## config.mk

```make
export PLATFORM = sky130hd
export DESIGN_NAME = cvrp_top
export DESIGN_NICKNAME = d
export VERILOG_FILES = /design/src/pkg/cvrp_pkg.sv /design/src/hw/cvrp_dot_shifter.sv /design/src/hw/cvrp_top.sv
export SDC_FILE = /design/constraint.sdc
export NUM_CORES = 1
export LEC_CHECK = 0
export ABC_AREA = 1
export ABC_CLOCK_PERIOD_IN_PS = 5500
export BUFFER_PORTS_ARGS = -buffer_cell sky130_fd_sc_hd__buf_2
export CORE_UTILIZATION = 48
export CTS_CLUSTER_SIZE = 40
export DETAILED_ROUTE_END_ITERATION = 16
export GPL_TIMING_DRIVEN = 0
export PLACE_DENSITY_LB_ADDON = 0.12
export RECOVER_POWER = 25
export SETUP_SLACK_MARGIN = 0.05
export SYNTH_ARGS = -nofsm -noshare
export SYNTH_HDL_FRONTEND = slang
export SYNTH_HIERARCHICAL = 1
export SYNTH_SLANG_ARGS = --single-unit
```

## constraint.sdc

```tcl
create_clock -name sys_clk -period 5.5 [get_ports sys_clk]
set_input_delay 0.275 -clock sys_clk [delete_from_list [all_inputs] [get_ports sys_clk]]
set_output_delay 0.275 -clock sys_clk [all_outputs]
set_load 0.05 [all_outputs]
```

## src/pkg/cvrp_pkg.sv

```systemverilog
`default_nettype none
package cvrp_pkg;
   // Dot rate and character cell
   localparam int unsigned SYS_CLK_MHZ = 250;
   localparam int unsigned CHAR_TIME_NS = 349;
   localparam int unsigned CHAR_TIME_CYC = (CHAR_TIME_NS * SYS_CLK_MHZ + 999) / 1000;
   localparam logic [3:0] DOTS_PER_CHAR = 4'h9;
   localparam logic [3:0] DOT_LAST = 4'h8;
   localparam logic [3:0] DOT_LOAD_ARM = 4'h7;
   // Horizontal timing in character times
   localparam logic [6:0] H_ACTIVE = 7'h50;
   localparam logic [6:0] H_TOTAL = 7'h73;
   localparam logic [6:0] H_LAST = 7'h72;
   localparam logic [6:0] HS_START = 7'h3F;
   localparam logic [6:0] HS_END = 7'h46;
   // Vertical timing in scan lines
   localparam logic [3:0] SCANS_PER_ROW = 4'hF;
   localparam logic [3:0] SCAN_LAST = 4'hE;
   localparam logic [4:0] ROWS = 5'h1A;
   localparam logic [8:0] V_ACTIVE = 9'h186;
   localparam logic [8:0] VB_LEN_60 = 9'h019;
   localparam logic [8:0] VB_LEN_50 = 9'h06C;
   localparam logic [8:0] VS_DLY_60 = 9'h000;
   localparam logic [8:0] VS_DLY_50 = 9'h026;
   localparam logic [8:0] VS_W_60 = 9'h013;
   localparam logic [8:0] VS_W_50 = 9'h040;
   localparam logic [8:0] V_TOTAL_60 = 9'h19F;
   localparam logic [8:0] V_TOTAL_50 = 9'h1F2;
   // Row fetch schedule
   localparam logic [3:0] FETCH_SCAN_A = 4'h6;
   localparam logic [3:0] FETCH_SCAN_B = 4'hE;
   localparam logic [3:0] NMI_SCAN_A = 4'h4;
   localparam logic [3:0] NMI_SCAN_B = 4'hC;
   localparam logic [6:0] FETCH_LEN = 7'h50;
   // Host register load decode and status port
   localparam logic [1:0] LOAD_DECODE = 2'h2;
   localparam logic [1:0] SEL_ROW_START = 2'h2;
   localparam logic [15:0] STATUS_ADDR = 16'h0000;
   localparam int unsigned VBL_BIT = 0;
   // Character codes and dot selector
   localparam logic [7:0] CTRL_CODE_LIMIT = 8'h20;
   localparam logic [2:0] DOT_SEL_NORMAL = 3'h5;
   localparam logic [2:0] DOT_SEL_HALF = 3'h4;
   localparam logic BLANK_DOT = 1'b1;
   // Character ROM size modes
   typedef enum logic [1:0] {CVRP_ROM_2K, CVRP_ROM_4K, CVRP_ROM_8K, CVRP_ROM_RSVD} cvrp_rom_e;
endpackage
`default_nettype wire

```

## src/hw/cvrp_dot_shifter.sv

```systemverilog
`timescale 1ns/1ps
`default_nettype none
module cvrp_dot_shifter
   import cvrp_pkg::*;
(
   // Clock and reset
   input wire logic sys_clk,
   input wire logic arst_n,
   // Load and pattern
   input wire logic dot_shifter_load_n,
   input wire logic [6:0] pattern_n,
   // Dot stream, low means lit
   output logic dot_n
);
   logic [7:0] shift_r;

   always_ff @(posedge sys_clk or negedge arst_n)
   begin
      if (!arst_n)
         shift_r <= 8'hFF;
      else if (!dot_shifter_load_n)
         shift_r <= {pattern_n, BLANK_DOT};
      else
         shift_r <= {BLANK_DOT, shift_r[7:1]};
   end

   // Leading blank, seven pattern dots, then a trailing blank from the fill
   assign dot_n = shift_r[0];
endmodule
`default_nettype wire

```

## src/hw/cvrp_top.sv

```systemverilog
// Overview of operation
// - Vertical blank lasts 25 lines at 60 Hz, 108 lines at 50 Hz.
// - Vertical sync starts 0 lines (60 Hz) or 38 lines (50 Hz) into blank.
// - Vertical sync lasts 19 lines at 60 Hz, 64 lines at 50 Hz.
// - Frame is 415 lines at 60 Hz, 498 lines at 50 Hz.
// - Each fetch reads 80 consecutive bytes from row start into a line buffer.
// - Interrupt to host two scan lines before the fetch bus request.
// - Host write with top address bits 1,0 is a register load.
// - Two low data bits pick the register; value 2 picks row start.
// - Next two address bits are kept as upper fetch address bits.
// - Vertical blank is readable on a status port.
// - Codes from the line buffer are re-registered on the character clock.
// - Standard set: seven code bits, top bit zero, codes below 32 control.
// - ROM address is code plus scan count; small ROM uses top bit as select.
// - Larger ROMs: top bit picks set; largest adds enhancement bit.
// - Eight dot times between ROM address and pattern load.
// - Shifter loads on the dot clock edge while load strobe is low.
// - Seven active-low dots load behind a blank leading stage.
// - ROM top output is held for the character as half-shift enable.
// - Normal scan uses dot source select code 101.
// - Shifter advances eight dots, filling with blanks.
// - Each character emits nine dots, first and last blank.
// - Scan line is 80 active plus 35 blank character times.
// - Horizontal sync starts 16 before last active character, lasts 7.
// - 26 rows of 15 scan lines give 390 active lines.
// - Fetch bus request on scan lines 6 and 14 of each row.
`timescale 1ns/1ps
`default_nettype none
module cvrp_top
   import cvrp_pkg::*;
(
   // Clock and reset
   input wire logic sys_clk,
   input wire logic arst_n,
   // Static configuration pins
   input wire logic rate_50hz_sel,
   input wire logic [1:0] rom_mode,
   // Host register port
   input wire logic [15:0] reg_addr,
   input wire logic [7:0] reg_wdata,
   input wire logic reg_wr,
   input wire logic reg_rd,
   output logic [7:0] reg_rdata,
   // Host handshake
   output logic host_nmi_n,
   output logic fetch_bus_request_n,
   // Display memory read port, data one cycle after the strobe
   output logic [13:0] mem_addr,
   output logic mem_rd,
   input wire logic [7:0] mem_rdata,
   // Character pattern ROM
   output logic [12:0] rom_addr,
   output logic rom_cs_n,
   input wire logic [7:0] rom_data,
   // Video out
   output logic char_clock,
   output logic dot_shifter_load_n,
   output logic [2:0] dot_src_sel,
   output logic half_shift_en,
   output logic video_dot_n,
   output logic hsync,
   output logic vsync,
   output logic vertical_blank_flag
);
   // Pin synchronisers, three stages, accepted when the last two agree
   logic [2:0] cfg_s1_r, cfg_s2_r, cfg_s3_r, cfg_r;
   logic rate_50_r;
   cvrp_rom_e rom_mode_r;

   // Timing
   logic [3:0] dot_cnt_r;
   logic char_en;
   logic [6:0] hcnt_r;
   logic line_end;
   logic [8:0] line_r;
   logic [3:0] scan_r;
   logic [4:0] row_r;
   logic [8:0] v_total, vb_len, vs_dly, vs_w;
   logic frame_end;

   // Fetch
   logic [11:0] row_start_r;
   logic [1:0] fetch_upper_r;
   logic fetch_line;
   logic fetch_enh;
   logic [6:0] fetch_idx_r;
   logic fill_r;
   logic fill_enh_r;
   logic [6:0] fill_idx_r;
   logic [7:0] char_buf [0:79];
   logic [7:0] enh_buf [0:79];

   // Character pipeline
   logic [7:0] code_r;
   logic enh_hi_r;
   logic act_d1_r, act_d2_r;
   logic dot_raw_n;
   logic reg_load;

   // Config synchroniser
   always_ff @(posedge sys_clk or negedge arst_n)
   begin
      if (!arst_n)
      begin
         cfg_s1_r <= 3'h0;
         cfg_s2_r <= 3'h0;
         cfg_s3_r <= 3'h0;
         cfg_r <= 3'h0;
      end
      else
      begin
         cfg_s1_r <= {rate_50hz_sel, rom_mode};
         cfg_s2_r <= cfg_s1_r;
         cfg_s3_r <= cfg_s2_r;
         if (cfg_s2_r == cfg_s3_r)
            cfg_r <= cfg_s3_r;
      end
   end

   // Rate is taken only as a frame wraps so a frame never mixes timing sets
   always_ff @(posedge sys_clk or negedge arst_n)
   begin
      if (!arst_n)
      begin
         rate_50_r <= 1'b0;
         rom_mode_r <= CVRP_ROM_2K;
      end
      else
      begin
         if (frame_end)
            rate_50_r <= cfg_r[2];
         rom_mode_r <= cvrp_rom_e'(cfg_r[1:0]);
      end
   end

   assign v_total = rate_50_r ? V_TOTAL_50 : V_TOTAL_60;
   assign vb_len = rate_50_r ? VB_LEN_50 : VB_LEN_60;
   assign vs_dly = rate_50_r ? VS_DLY_50 : VS_DLY_60;
   assign vs_w = rate_50_r ? VS_W_50 : VS_W_60;

   // Divide by nine for the character clock
   always_ff @(posedge sys_clk or negedge arst_n)
   begin
      if (!arst_n)
         dot_cnt_r <= 4'h0;
      else if (dot_cnt_r == DOT_LAST)
         dot_cnt_r <= 4'h0;
      else
         dot_cnt_r <= dot_cnt_r + 4'h1;
   end

   assign char_en = (dot_cnt_r == DOT_LAST);
   assign line_end = char_en && (hcnt_r == H_LAST);
   assign frame_end = line_end && (line_r == v_total - 9'h001);

   always_ff @(posedge sys_clk or negedge arst_n)
   begin
      if (!arst_n)
         hcnt_r <= 7'h0;
      else if (line_end)
         hcnt_r <= 7'h0;
      else if (char_en)
         hcnt_r <= hcnt_r + 7'h1;
   end

   always_ff @(posedge sys_clk or negedge arst_n)
   begin
      if (!arst_n)
      begin
         line_r <= 9'h0;
         scan_r <= 4'h0;
         row_r <= 5'h0;
      end
      else if (frame_end)
      begin
         line_r <= 9'h0;
         scan_r <= 4'h0;
         row_r <= 5'h0;
      end
      else if (line_end)
      begin
         line_r <= line_r + 9'h001;
         if (scan_r == SCAN_LAST)
         begin
            scan_r <= 4'h0;
            if (row_r != ROWS)
               row_r <= row_r + 5'h01;
         end
         else
            scan_r <= scan_r + 4'h1;
      end
   end

   // Sync and blank outputs, registered one cycle behind the counters
   always_ff @(posedge sys_clk or negedge arst_n)
   begin
      if (!arst_n)
      begin
         hsync <= 1'b0;
         vsync <= 1'b0;
         vertical_blank_flag <= 1'b0;
      end
      else
      begin
         hsync <= (hcnt_r >= HS_START) && (hcnt_r < HS_END);
         vertical_blank_flag <= (line_r >= V_ACTIVE) && (line_r < V_ACTIVE + vb_len);
         vsync <= (line_r >= V_ACTIVE + vs_dly) && (line_r < V_ACTIVE + vs_dly + vs_w);
      end
   end

   // Host register load through a write to a ROM-decoded address
   assign reg_load = reg_wr && (reg_addr[15:14] == LOAD_DECODE) && (reg_wdata[1:0] == SEL_ROW_START);

   always_ff @(posedge sys_clk or negedge arst_n)
   begin
      if (!arst_n)
      begin
         row_start_r <= 12'h000;
         fetch_upper_r <= 2'h0;
      end
      else if (reg_load)
      begin
         row_start_r <= reg_addr[11:0];
         fetch_upper_r <= reg_addr[13:12];
      end
   end

   // Status read; other addresses read zero
   always_ff @(posedge sys_clk or negedge arst_n)
   begin
      if (!arst_n)
         reg_rdata <= 8'h00;
      else if (reg_rd && reg_addr == STATUS_ADDR)
      begin
         reg_rdata <= 8'h00;
         reg_rdata[VBL_BIT] <= vertical_blank_flag;
      end
      else
         reg_rdata <= 8'h00;
   end

   // Fetch and interrupt schedule; the row-25 fetch preloads the next frame's first row
   assign fetch_line = (row_r < ROWS) && ((scan_r == FETCH_SCAN_A) || (scan_r == FETCH_SCAN_B));
   assign fetch_enh = (scan_r == FETCH_SCAN_A);

   always_ff @(posedge sys_clk or negedge arst_n)
   begin
      if (!arst_n)
      begin
         host_nmi_n <= 1'b1;
         fetch_bus_request_n <= 1'b1;
      end
      else
      begin
         host_nmi_n <= !((row_r < ROWS) && ((scan_r == NMI_SCAN_A) || (scan_r == NMI_SCAN_B)));
         fetch_bus_request_n <= !fetch_line;
      end
   end

   always_ff @(posedge sys_clk or negedge arst_n)
   begin
      if (!arst_n)
      begin
         fetch_idx_r <= 7'h0;
         mem_rd <= 1'b0;
         mem_addr <= 14'h0000;
      end
      else
      begin
         mem_rd <= 1'b0;
         if (line_end)
            fetch_idx_r <= 7'h0;
         else if (char_en && fetch_line && !fetch_bus_request_n && fetch_idx_r < FETCH_LEN)
         begin
            mem_rd <= 1'b1;
            mem_addr <= {fetch_upper_r, row_start_r + {5'h00, fetch_idx_r}};
            fetch_idx_r <= fetch_idx_r + 7'h1;
         end
      end
   end

   always_ff @(posedge sys_clk or negedge arst_n)
   begin
      if (!arst_n)
      begin
         fill_r <= 1'b0;
         fill_enh_r <= 1'b0;
         fill_idx_r <= 7'h0;
      end
      else
      begin
         fill_r <= mem_rd;
         if (mem_rd)
         begin
            fill_enh_r <= fetch_enh;
            fill_idx_r <= fetch_idx_r - 7'h1;
         end
      end
   end

   // Buffer reads for a column precede the refill of that column by two cycles
   always_ff @(posedge sys_clk)
   begin
      if (fill_r && !fill_enh_r)
         char_buf[fill_idx_r] <= mem_rdata;
      if (fill_r && fill_enh_r)
         enh_buf[fill_idx_r] <= mem_rdata;
   end

   // Character latch and ROM address
   always_ff @(posedge sys_clk or negedge arst_n)
   begin
      if (!arst_n)
      begin
         code_r <= 8'h00;
         enh_hi_r <= 1'b0;
         act_d1_r <= 1'b0;
         act_d2_r <= 1'b0;
      end
      else if (char_en)
      begin
         act_d1_r <= (hcnt_r < H_ACTIVE) && (line_r < V_ACTIVE);
         act_d2_r <= act_d1_r;
         if (hcnt_r < H_ACTIVE)
         begin
            code_r <= char_buf[hcnt_r];
            enh_hi_r <= enh_buf[hcnt_r][6];
         end
         else
            code_r <= 8'h00;
      end
   end

   // Codes below CTRL_CODE_LIMIT are control characters but still address the ROM
   always_ff @(posedge sys_clk or negedge arst_n)
   begin
      if (!arst_n)
      begin
         rom_addr <= 13'h0000;
         rom_cs_n <= 1'b1;
      end
      else
      begin
         rom_addr <= {enh_hi_r, code_r[7], code_r[6:0], scan_r};
         unique case (rom_mode_r)
            CVRP_ROM_2K: rom_cs_n <= code_r[7];
            CVRP_ROM_4K: rom_cs_n <= enh_hi_r;
            CVRP_ROM_8K: rom_cs_n <= 1'b0;
            default: rom_cs_n <= 1'b1;
         endcase
      end
   end

   // Pattern loads eight dot times after its address to cover ROM access
   always_ff @(posedge sys_clk or negedge arst_n)
   begin
      if (!arst_n)
      begin
         dot_shifter_load_n <= 1'b1;
         char_clock <= 1'b0;
      end
      else
      begin
         dot_shifter_load_n <= !(dot_cnt_r == DOT_LOAD_ARM);
         char_clock <= (dot_cnt_r < DOTS_PER_CHAR[3:1]);
      end
   end

   always_ff @(posedge sys_clk or negedge arst_n)
   begin
      if (!arst_n)
      begin
         half_shift_en <= 1'b0;
         dot_src_sel <= DOT_SEL_NORMAL;
      end
      else if (char_en)
      begin
         half_shift_en <= rom_data[7];
         dot_src_sel <= rom_data[7] ? DOT_SEL_HALF : DOT_SEL_NORMAL;
      end
   end

   cvrp_dot_shifter u_shifter (
      .sys_clk(sys_clk),
      .arst_n(arst_n),
      .dot_shifter_load_n(dot_shifter_load_n),
      .pattern_n(rom_data[6:0]),
      .dot_n(dot_raw_n)
   );

   always_ff @(posedge sys_clk or negedge arst_n)
   begin
      if (!arst_n)
         video_dot_n <= BLANK_DOT;
      else
         video_dot_n <= act_d2_r ? dot_raw_n : BLANK_DOT;
   end
endmodule
`default_nettype wire

```

### Yosys cells after proc, flatten, opt, wreduce, memory -nomap -nowiden

Memories as Yosys holds them, arrays and structs flattened. A register that Yosys moved wholly into a read port is not among the register bits.
Index checks and enable logic that the tools add are counted.

| operators by class | value |
|---|---|
| bitwise operators | 1 |
| equal/unequal tests | 14 |
| reductions and logical operators | 34 |
| $add $sub $neg | 12 |
| div/mod/pow operators | 0 |
| shift operators | 0 |
| $mul | 0 |
| $lt $le $gt $ge | 11 |
| muxes and demuxes | 30 |

Operators by type and width:

| kind | number |
|---|---|
| 7-bit 2-to-1 mux | 7 |
| 7-bit less-than comparator, second input constant | 3 |
| 5-bit 2-to-1 mux | 4 |
| 9-bit less-than comparator | 2 |
| 9-bit 2-to-1 mux | 2 |
| 1-bit logical AND | 16 |
| 16-bit logical NOT | 1 |
| 4-bit 2-to-1 mux | 4 |
| 8-bit 2-to-1 mux | 2 |
| 7-bit by 1-bit adder with 7-bit output, second input constant | 2 |
| 12-bit by 7-bit adder with 12-bit output | 1 |
| 4-bit by 3-bit == test with 1-bit output, second input constant | 3 |
| 4-bit == test, second input constant | 3 |
| 2-bit nonzero test | 5 |
| 8-bit by 7-bit adder with 9-bit output, first input constant | 1 |
| 8-bit by 8-bit adder with 9-bit output, first input constant | 1 |
| 9-bit by 1-bit adder with 9-bit output, second input constant | 1 |
| 9-bit by 7-bit adder with 9-bit output | 1 |
| 9-bit == test | 1 |
| 9-bit >= comparator | 1 |
| 9-bit >= comparator, second input constant | 1 |
| 9-bit less-than comparator, second input constant | 1 |
| 1-bit 2-to-1 mux | 9 |
| 8-bit by 2-bit subtractor with 9-bit output, second input constant | 1 |
| 19 further kinds | 29 |

| storage, ports and cells | value |
|---|---|
| logic and storage cells | 140 |
| memories | 2 |
| register bits | 141 |
| bits of input ports | 47 |
| bits in read-only memories | 0 |
| latch bits | 0 |
| bits in writable memories | 1280 |

Memories:

| name | depth | width | rd ports | clocked after Yosys merged registers in | wr ports | RTL line | RTL |
|---|---|---|---|---|---|---|---|
| char_buf | 80 | 8 | 1 | 0 | 1 | cvrp_top.sv:90 | `logic [7:0] char_buf [0:79];` |
| enh_buf | 80 | 8 | 1 | 1 | 1 | cvrp_top.sv:91 | `logic [7:0] enh_buf [0:79];` |

### Depth between registers and ports, before layout

Gate-level depths: netlist of the first run.

| depth | value |
|---|---|
| depth in word-level cells | 8 |
| mapped depth | 16 |
| depth with buffers taken out | 14 |

### Cells and area by module

The synthesis of the first run kept the hierarchy.

Modules (own cells, without submodules):

| module | area an instance (µm²) | instances | seq. area each (µm²) | cells an instance |
|---|---|---|---|---|
| cvrp_top | 36027.1 | 1 | 24756.2 | 3347 |
| cvrp_dot_shifter | 306.5 | 1 | 210.2 | 31 |

### Least setup slack after synthesis of the first run

No wires, ideal clock.

| timing path | value |
|---|---|
| kind | reg-to-reg |
| from | register fill_idx_r[2] |
| to | memory char_buf[13][0] (enable) |
| data required time | 5.117 ns |
| setup slack | 3.225 ns |
| buffers on the path | 2 |
| cell stages (with the launch flop) | 7 |
| arrival | 1.891 ns |
| period minus slack after synthesis | 2.275 ns |
| path through | dfrtp_1 clkbuf_2 inv_1 nor3_1 inv_1 clkbuf_1 nor3_1 |

RTL lines:

| item | RTL line | RTL |
|---|---|---|
| start, declared | cvrp_top.sv:89 | `logic [6:0] fill_idx_r;` |
| start signal, assigned | cvrp_top.sv:296 | `fill_idx_r <= fetch_idx_r - 7'h1;` |
| end, declared | cvrp_top.sv:90 |  |

No word-level cell before the write port.

### Worst setup path in the final report of the first run

| timing path | value |
|---|---|
| from | register fill_idx_r[2] |
| to | memory char_buf[37][3] (enable) |

No word-level cell before the write port.

==> run summary, run 1 <==
Cell internal power dissipation: 10.7 mW
DP Cell Count: 4,444
Power density of the placed cells: 325 nW/um2
Kind of cell adding the most delay to the critical path: simple AND/OR/NAND/NOR gates
Global-route track usage on met1: 39.4%
Number of remaining DRC errors: 0
Synthesized instance count: 3,378
RSZ-0062 raised after global routing: no
Critical Path Start Type: flip-flop
Number of rows created at floorplan: 100
Antenna viol nets, final: 0
Max VDD drop: 0.000219 V
Max Cap Viol: 12
Total CTS buffers: 90
Final count of negative-setup-slack endpoints: 0
Total design power: 13.5 mW
Depth of the CTS H-tree: 3
Horiz. Die Dim: 277 um
Crit. End Element: flip-flop
Min-delay worst type: in2reg
Max Clk Rate: 0.256 GHz
Total routed wirelength: 110 mm
GR Util All Layers: 28.6%
Violations in the final reports: max-capacitance violations, max-slew violations
Run status: complete, but fails checks
Port bufs: 80
Global routing usage on met3: 5.04%
Number of global-route vias before repair: 25,400
Most frequently used flop master after synthesis: sky130_fd_sc_hd__edfxtp_1
Layout area overhead: 14.0%
Max-slew headroom at the worst pin: -182%
Share of the yosys chip area belonging to registers: 68.7%
Reg clk slew, reported paths: 60 ps
Buffer and inverter count on the worst path: 4
Top Usage Layer GRT: met2
FF/Latch Area: 25,000 um2
Critical-path top delay cell: sky130_fd_sc_hd__nor3_1
Multi-input logic area: 9720 um2
Maximum fanout along the worst path: 10
Routed wire per std cell: 23.8 um
Non-Filler Instances: 4,640
Max stage delay on crit path: 1260 ps
Data arrival at the endpoint of the critical path: 4160 ps
Count of TritonRoute iterations in the first routing pass: 7
Type of the worst setup path: reg2reg
#FFs+latches synth: 853
Gr ovfl total: 0
Largest net degree at the start of global routing: 131
Min Clock Period, post-route: 3910 ps
Max Root-Sink Buffers: 3
Net switching fraction of the power: 20.7%
Post-DP HPWL: 75.2 mm
Required time at the endpoint of the critical path: 5750 ps
Initial DRC Count: 3,086
Later-pin clock latency in the skew report: 660 ps
Antenna cell count: 0
Number of unique standard cell types used by synthesis: 56
Power spent charging and discharging nets: 2.78 mW
Final worst clock skew: 29.1 ps
Final weighted congestion in routability-driven placement: 0.952
Number of primary I/O pins: 96
Initial core utilization: 48.6%
Syn. warnings: 6
Clock network fraction of total power: 45.4%
Antenna violations before repair: 0
Part of the total power dissipated in combinational logic: 1.9%
Clock root buffer master: sky130_fd_sc_hd__clkbuf_16
Clock sink count: 853
FILL cells: 6,324
Share of the clock period used by the worst path after layout: 71.0%
Mean area per synthesized cell: 10.8 um2
Share of power burned in registers: 52.7%
Area of the die: 76,800 um2
CTS tree: yes
Synthesized area: 36,300 um2
Share of flip-flops with an asynchronous set or reset: 15.6%
Share of final-layout standard cells stronger than drive strength 1: 9.92%
Number of enable-type register cells in the synthesized netlist: 720
Post-layout nets: 3,670
Final core area utilization: 55.5%
Tightest Pin Transition: 4220 ps
Sum Neg Setup Slack: 0 ps
Vias after detailed routing: 26,300
Met2 Usage GRT: 45.5%
Max-slew violation count: 508
Critical-path cell list: clkbuf_2 > inv_1 > nor3_1 > inv_1 > clkbuf_1 > nor3_1
First-pass GRT wire length: 162 mm
Placeable Area: 74,700 um2
Static Leakage: 15.3 nW
Count of endpoints failing hold in the final timing report: 0
Die outline height: 277 um
Via density per instance: 5.68
[cell usage after synthesis, types with 14 or more instances]
cell | instances | area, um2
sky130_fd_sc_hd__dfstp_2 | 14 | 368
sky130_fd_sc_hd__a21oi_1 | 48 | 240
sky130_fd_sc_hd__clkbuf_1 | 79 | 297
sky130_fd_sc_hd__o211ai_1 | 31 | 233
sky130_fd_sc_hd__nand3_1 | 163 | 816
sky130_fd_sc_hd__o21ai_1 | 81 | 405
sky130_fd_sc_hd__o22ai_1 | 39 | 244
sky130_fd_sc_hd__o21ai_0 | 290 | 1450
sky130_fd_sc_hd__dfrtp_1 | 119 | 2980
sky130_fd_sc_hd__buf_2 | 41 | 205
sky130_fd_sc_hd__nor3_1 | 61 | 305
sky130_fd_sc_hd__nand2_1 | 608 | 2280
sky130_fd_sc_hd__inv_1 | 202 | 758
sky130_fd_sc_hd__buf_4 | 28 | 210
sky130_fd_sc_hd__buf_1 | 22 | 82.6
sky130_fd_sc_hd__edfxtp_1 | 720 | 21600
sky130_fd_sc_hd__ha_1 | 25 | 313
sky130_fd_sc_hd__nor2_1 | 699 | 2620
[cell families after synthesis]
kind of cell / count (synthesis) / share of synthesized area, %
AO/OA/AOI/OAI: 512 / 7.56
XOR/XNOR: 16 / 0.386
adder cells (fa/ha/maj): 26 / 0.916
buffers and inverters: 396 / 4.80
flip-flops: 853 / 68.7
multiplexers: 2 / 0.0620
other: 2 / 0.0207
AND/OR/NAND/NOR: 1571 / 17.5
[placed cells by master, fill, tap and decap left out, types with 29 or more instances in the layout]
master                          netlist  final
sky130_fd_sc_hd__a21oi_1             48     48
sky130_fd_sc_hd__buf_2               41    112
sky130_fd_sc_hd__buf_4               28     31
sky130_fd_sc_hd__clkbuf_1            79    100
sky130_fd_sc_hd__clkbuf_16            0     93
sky130_fd_sc_hd__dfrtp_1            119    119
sky130_fd_sc_hd__dlygate4sd3_1        0     29
sky130_fd_sc_hd__edfxtp_1           720    720
sky130_fd_sc_hd__inv_1              202    202
sky130_fd_sc_hd__nand2_1            608    608
sky130_fd_sc_hd__nand3_1            163    163
sky130_fd_sc_hd__nor2_1             699    699
sky130_fd_sc_hd__nor3_1              61     47
sky130_fd_sc_hd__o211ai_1            31     31
sky130_fd_sc_hd__o21ai_0            290    290
sky130_fd_sc_hd__o21ai_1             81     81
sky130_fd_sc_hd__o22ai_1             39     39
[per-stage QoR]
step           worst slack, ps  cell area (um2)  hold WS [ps]
4_1_cts                   1560            41500          61.1
6_report                  1590            41400           163
3_5_place_dp              1560            38300           221
2_1_floorplan             3230            36400         -20.6
3_3_place_gp              1390            38000           341
5_1_grt                   1620            41400           208
[timing repair]
item | 4_1_cts | 5_1_grt
gates resized for setup | 0 | 0
endpoints found under the setup margin | 0 | 0
buffers inserted | 0 | 0
endpoints found under the hold margin | 127 | 0
hold buffers | 29 | 0
[registers in the layout, summed over array words and instances, names as in the netlist, 4 cells and up]
name,cells
scan_r,4
char_buf,640
hcnt_r,7
rom_addr,13
mem_addr,14
line_r,9
fill_idx_r,7
fetch_idx_r,7
code_r,8
row_r,5
u_shifter/shift_r,8
enh_buf,80
dot_cnt_r,4
row_start_r,12
[tightest hold or removal path, stage by stage]
cell,delay (ps)
sky130_fd_sc_hd__buf_2,100
sky130_fd_sc_hd__nand3_1,250
sky130_fd_sc_hd__nand2_1,80
sky130_fd_sc_hd__o21ai_0,60
[per-layer routing]
layer | vias to the layer above | part of all wire, %
li1 | 11900 | -
met1 | 12900 | 41
met2 | 1328 | 46
met3 | 227 | 8.8
met4 | 0 | 3.7
met5 | - | 0
[path summary, 6_finish.rpt]
kind                               startpoint               end  slack [ps]  cells after the start
worst max-delay path            fill_idx_r[2]   char_buf[37][3]        1590                      6
worst min-delay path             reg_wdata[1]  fetch_upper_r[1]         160                      4
worst max register to register  fill_idx_r[2]   char_buf[37][3]        1590                      6
worst min register to register    cfg_s1_r[2]       cfg_s2_r[2]         350                      0
max in group asynchronous              arst_n    fetch_idx_r[2]        3240                      3
min in group asynchronous              arst_n       cfg_s2_r[0]         880                      2
[power by group through the flow]
stage	Combinational, mW	Sequential (mW)	Clock (mW)
3_3_place_gp	0.232	7.23	0
2_1_floorplan	0.0785	7.23	0
4_1_cts	0.276	7.08	6.16
5_1_grt	0.286	7.09	6.40
6_report	0.261	7.09	6.11
3_5_place_dp	0.260	7.22	0
[cell type report]
class                           instances  share of cell area, %
Sequential cell                       853                   60.3
Multi-Input combinational cell       2136                   23.5
Clock buffer                          120                   6.26
Tap cell                              969                   2.93
Buffer                                184                   2.28
Timing Repair Buffer                  120                   1.97
Inverter                              212                   1.93
Clock inverter                         46                  0.933
No activity file was read; power rests on OpenSTA's default activity.
==> inputs of run 2 (changes only) <==
- ABC_AREA: 1 -> 0
- ABC_CLOCK_PERIOD_IN_PS: 5500 -> 3830
- clock period: 5.5 -> 3.83 ns (I/O delays scaled with it)
==> run 2 against run 1 <==
Compared with the run above: utilization increased by 0.38 points; sequential cell count stayed put; clock skew fell by 1.1 ps; critical path type unchanged; fmax is 11% higher; the flow still finishes with violations (max-capacitance violations, max-slew violations); sequential share of layout area grew 3.2 points; critical path depth up 2; sequential power grew 44%; hold slack got worse by 130 ps; routed wire length fell by 17%; largest cell class unchanged; non-clock buffer count down 78.
==> run summary, run 2 <==
Number of remaining DRC errors: 0 (unchanged)
Synth Area in Compound Gates: 3.69% (-3.9 points)
Share of the yosys chip area belonging to registers: 72.7% (+4.0 points)
Worst setup slack for register-to-register paths: 310 ps (-1290 ps)
Share of flip-flops with an asynchronous set or reset: 15.6% (unchanged)
Count of TritonRoute iterations in the first routing pass: 6 (-1)
Total routed wirelength: 91.7 mm (-17%)
Endpoint of the lowest-slack register-to-register path: code_r[3]
Die outline height: 269 um (-2.8%)
Later-pin clock latency in the skew report: 650 ps (about the same)
Gr ovfl total: 0 (unchanged)
Maximum fanout along the worst path: 10 (unchanged)
Hold-critical path endpoint: row_start_r[11]
RSZ-0062 raised after global routing: no
Min-delay worst type: in2reg
Post-DP HPWL: 58.7 mm (-22%)
Reg clk slew, reported paths: 60 ps (about the same)
Clock sink count: 853 (unchanged)
Most common library cell in the layout ignoring fill and taps: sky130_fd_sc_hd__edfxtp_1
Power density of the placed cells: 494 nW/um2 (+52%)
Violations in the final reports: max-capacitance violations, max-slew violations
Registers with the highest flip-flop counts: char_buf: 640 flops, enh_buf: 80 flops, mem_addr: 14 flops
PostCTS Resize Cnt: 0 (unchanged)
Post CTS Setup Buffer Count: 0 (unchanged)
Most frequently used flop master after synthesis: sky130_fd_sc_hd__edfxtp_1
Layout area overhead: 14.5%
Crit. End Element: flip-flop
Placeable Area: 70,400 um2 (-5.8%)
Data arrival at the endpoint of the critical path: 4090 ps (-70 ps)
Xor/xnor cell area share of the yosys netlist: 0.944% (+0.56 points)
Simple-gate share of the synthesized area: 5.94% (-12 points)
Max Cap Viol: 8 (-4)
Routed wire per std cell: 29.1 um (+23%)
Max-slew headroom at the worst pin: -166% (+16 points)
Via density per instance: 5.96 (+5.0%)
Share of the synthesized area in the top cell type: 63.0% (+3.5 points)
Max Clk Rate: 0.284 GHz (+11%)
Run status: complete, but fails checks
Hold-critical path depth: 3 (-1)
Most common cell in the synthesized netlist: sky130_fd_sc_hd__edfxtp_1
Commonest cells after routing, fill and taps aside: sky130_fd_sc_hd__edfxtp_1 (720), sky130_fd_sc_hd__nor2_1 (225), sky130_fd_sc_hd__mux4_2 (163), sky130_fd_sc_hd__dfrtp_1 (119), sky130_fd_sc_hd__buf_2 (95)
Library cell with the largest summed area after synthesis: sky130_fd_sc_hd__edfxtp_1
Number of enable-type register cells in the synthesized netlist: 720 (unchanged)
Min Clock Period, post-route: 3520 ps (-385 ps)
Total design power: 19.4 mW (+44%)
Type of the worst setup path: reg2reg
Antenna viol nets, final: 0 (unchanged)
Multi-input logic area: 8640 um2 (-11%)
Flip-flop count of the largest register, all copies and words added: 640 (unchanged)
Final worst clock skew: 28.0 ps (-1.14 ps)
#FFs+latches synth: 853 (unchanged)
Dominant combinational cell family by area after synthesis: multiplexers
Final core area utilization: 55.9% (+0.38 points)
Post-synth top cells: sky130_fd_sc_hd__edfxtp_1 (720), sky130_fd_sc_hd__nor2_1 (225), sky130_fd_sc_hd__mux4_2 (163)
Share of synthesized cell area in full adder, half adder and majority cells: 0.970% (+0.054 points)
Sum Neg Setup Slack: 0 ps (unchanged)
R2R cell count: 8 (+2)
Share of final-layout standard cells stronger than drive strength 1: 22.6% (+13 points)
Antenna cell count: 0 (unchanged)
CTS tree: yes
Largest net degree at the start of global routing: 103 (-21%)
Critical Path Start Type: flip-flop
Post-layout nets: 2,209 (-40%)
Depth of the CTS H-tree: 3 (unchanged)
Initial core utilization: 48.8% (+0.12 points)
Count of endpoints failing hold in the final timing report: 0 (unchanged)
Worst reg2reg path startpoint: hcnt_r[2]
Syn. warnings: 6 (unchanged)
Port bufs: 80 (unchanged)
Number of global-route vias before repair: 18,800 (-26%)
First-pass GRT wire length: 132 mm (-19%)
FILL cells: 5,474 (-13%)
Multiplexer share of the synthesized area: 13.5% (+13 points)
Total CTS buffers: 90 (unchanged)
Initial DRC Count: 2,317 (-25%)
Synthesized area: 34,300 um2 (-5.5%)
FF/Latch Area: 25,000 um2 (unchanged)
GR Util All Layers: 25.5% (-3.1 points)
Max Root-Sink Buffers: 3 (unchanged)
Number of unique standard cell types used by synthesis: 74 (+32%)
Tightest Pin Transition: 3990 ps (-234 ps)
Final weighted congestion in routability-driven placement: 0.866 (-9.0%)
Number of primary I/O pins: 96 (unchanged)
Antenna violations before repair: 3 (+3)
Startpoint of the worst hold path: reg_addr[14]
Static Leakage: 13.6 nW (-11%)
Synthesized instance count: 1,923 (-43%)
Horiz. Die Dim: 269 um (-2.8%)
Synth top area cells: sky130_fd_sc_hd__edfxtp_1 (63%), sky130_fd_sc_hd__mux4_2 (11%), sky130_fd_sc_hd__dfrtp_1 (8.7%)
Final count of negative-setup-slack endpoints: 0 (unchanged)
Required time at the endpoint of the critical path: 4400 ps (-1350 ps)
Register containing the most flip-flops in the final layout: char_buf
Share of the clock period used by the worst path after layout: 92.0% (+21 points)
Clock root buffer master: sky130_fd_sc_hd__clkbuf_16
Hold buffer count at cts: 32 (+10%)
Mean area per synthesized cell: 17.9 um2 (+66%)
Max-slew violation count: 626 (+23%)
Max VDD drop: 0.000382 V (+75%)
Number of rows created at floorplan: 97 (-3.0%)
Area of the die: 72,600 um2 (-5.5%)
Vias after detailed routing: 18,800 (-29%)
==> run 2: cell count changes in the layout (fill, tap and decap cells not counted), moves of 141 or more <==
| cell | change |
|---|---|
| sky130_fd_sc_hd__nand2_1 | -517 |
| sky130_fd_sc_hd__nor2_1 | -474 |
| sky130_fd_sc_hd__o21ai_0 | -247 |
| sky130_fd_sc_hd__inv_1 | -189 |
| sky130_fd_sc_hd__mux4_2 | +163 |
| sky130_fd_sc_hd__nand3_1 | -141 |
==> run 2: final cells by class <==
class	count	share of cell area, %
plain buffers	112	1.76
clock buffers	124	6.51
clock inverters	40	1.16
inverters	14	0.134
multi-input cells	951	22.0
flip-flops and latches	853	63.5
well taps	940	2.99
repair buffers	114	1.96
==> run 2: cell families (layout without fill, tap and decap cells) <==
group	Yosys count	after routing
muxes	242	242
and+or+nand+nor	448	448
xor gates and xnor gates	37	37
adders and majority gates	26	26
buffers and inverters	126	404
other	2	9
DFF	853	853
AOI/OAI and AO/OA	189	189
==> run 2: critical path, cell delays in order, from the launching register on <==
cell	delay, ps
sky130_fd_sc_hd__dfrtp_1	360
sky130_fd_sc_hd__buf_4	180
sky130_fd_sc_hd__buf_2	280
sky130_fd_sc_hd__nand2_1	330
sky130_fd_sc_hd__clkbuf_1	780
sky130_fd_sc_hd__o22ai_1	330
sky130_fd_sc_hd__nor4_1	890
sky130_fd_sc_hd__a211oi_1	90
sky130_fd_sc_hd__a31oi_1	200
==> run 2: power by group <==
group / total (mW) / leakage, nW / internal [mW] / switching, mW
combinational: 0.368 / 3.90 / 0.121 / 0.248
sequential: 10.2 / 8.18 / 10.2 / 0.0371
clock: 8.87 / 1.48 / 5.28 / 3.60
total: 19.4 / 13.6 / 15.6 / 3.88
==> run 2: per-layer routing <==
metal / vias to the layer above / GRT usage [%] / wire, um
li1: 7986 / - / -
met1: 9786 / 35.2 / 37300
met2: 834 / 40.7 / 43800
met3: 166 / 5.49 / 7640
met4: 2 / 7.98 / 2950
met5: - / 0 / 10
==> run 2: worst max path at each step <==
stage	startpoint	endpoint	slack [ps]	cells after the start
after floorplan	hcnt_r[0]	line_r[7]	1320	13
after global placement	hcnt_r[2]	code_r[3]	400	8
after detailed placement	hcnt_r[2]	code_r[3]	370	8
after CTS	hcnt_r[2]	code_r[3]	380	8
after global routing	hcnt_r[2]	code_r[3]	340	8
final	hcnt_r[2]	code_r[3]	310	8
==> run 2: through the flow <==
| stage | instance area [um2] | worst slack (ps) | hold WS [ps] | cells |
|---|---|---|---|---|
| finish | 39300 | 308 | 33.0 | 3148 |
| global route | 39300 | 337 | 23.0 | 3148 |
| CTS | 39300 | 376 | 5.07 | 3148 |
| detailed placement | 36000 | 373 | 111 | 2952 |
| global placement | 35900 | 398 | 304 | 2950 |
| floorplan | 34400 | 1320 | -104 | 1930 |
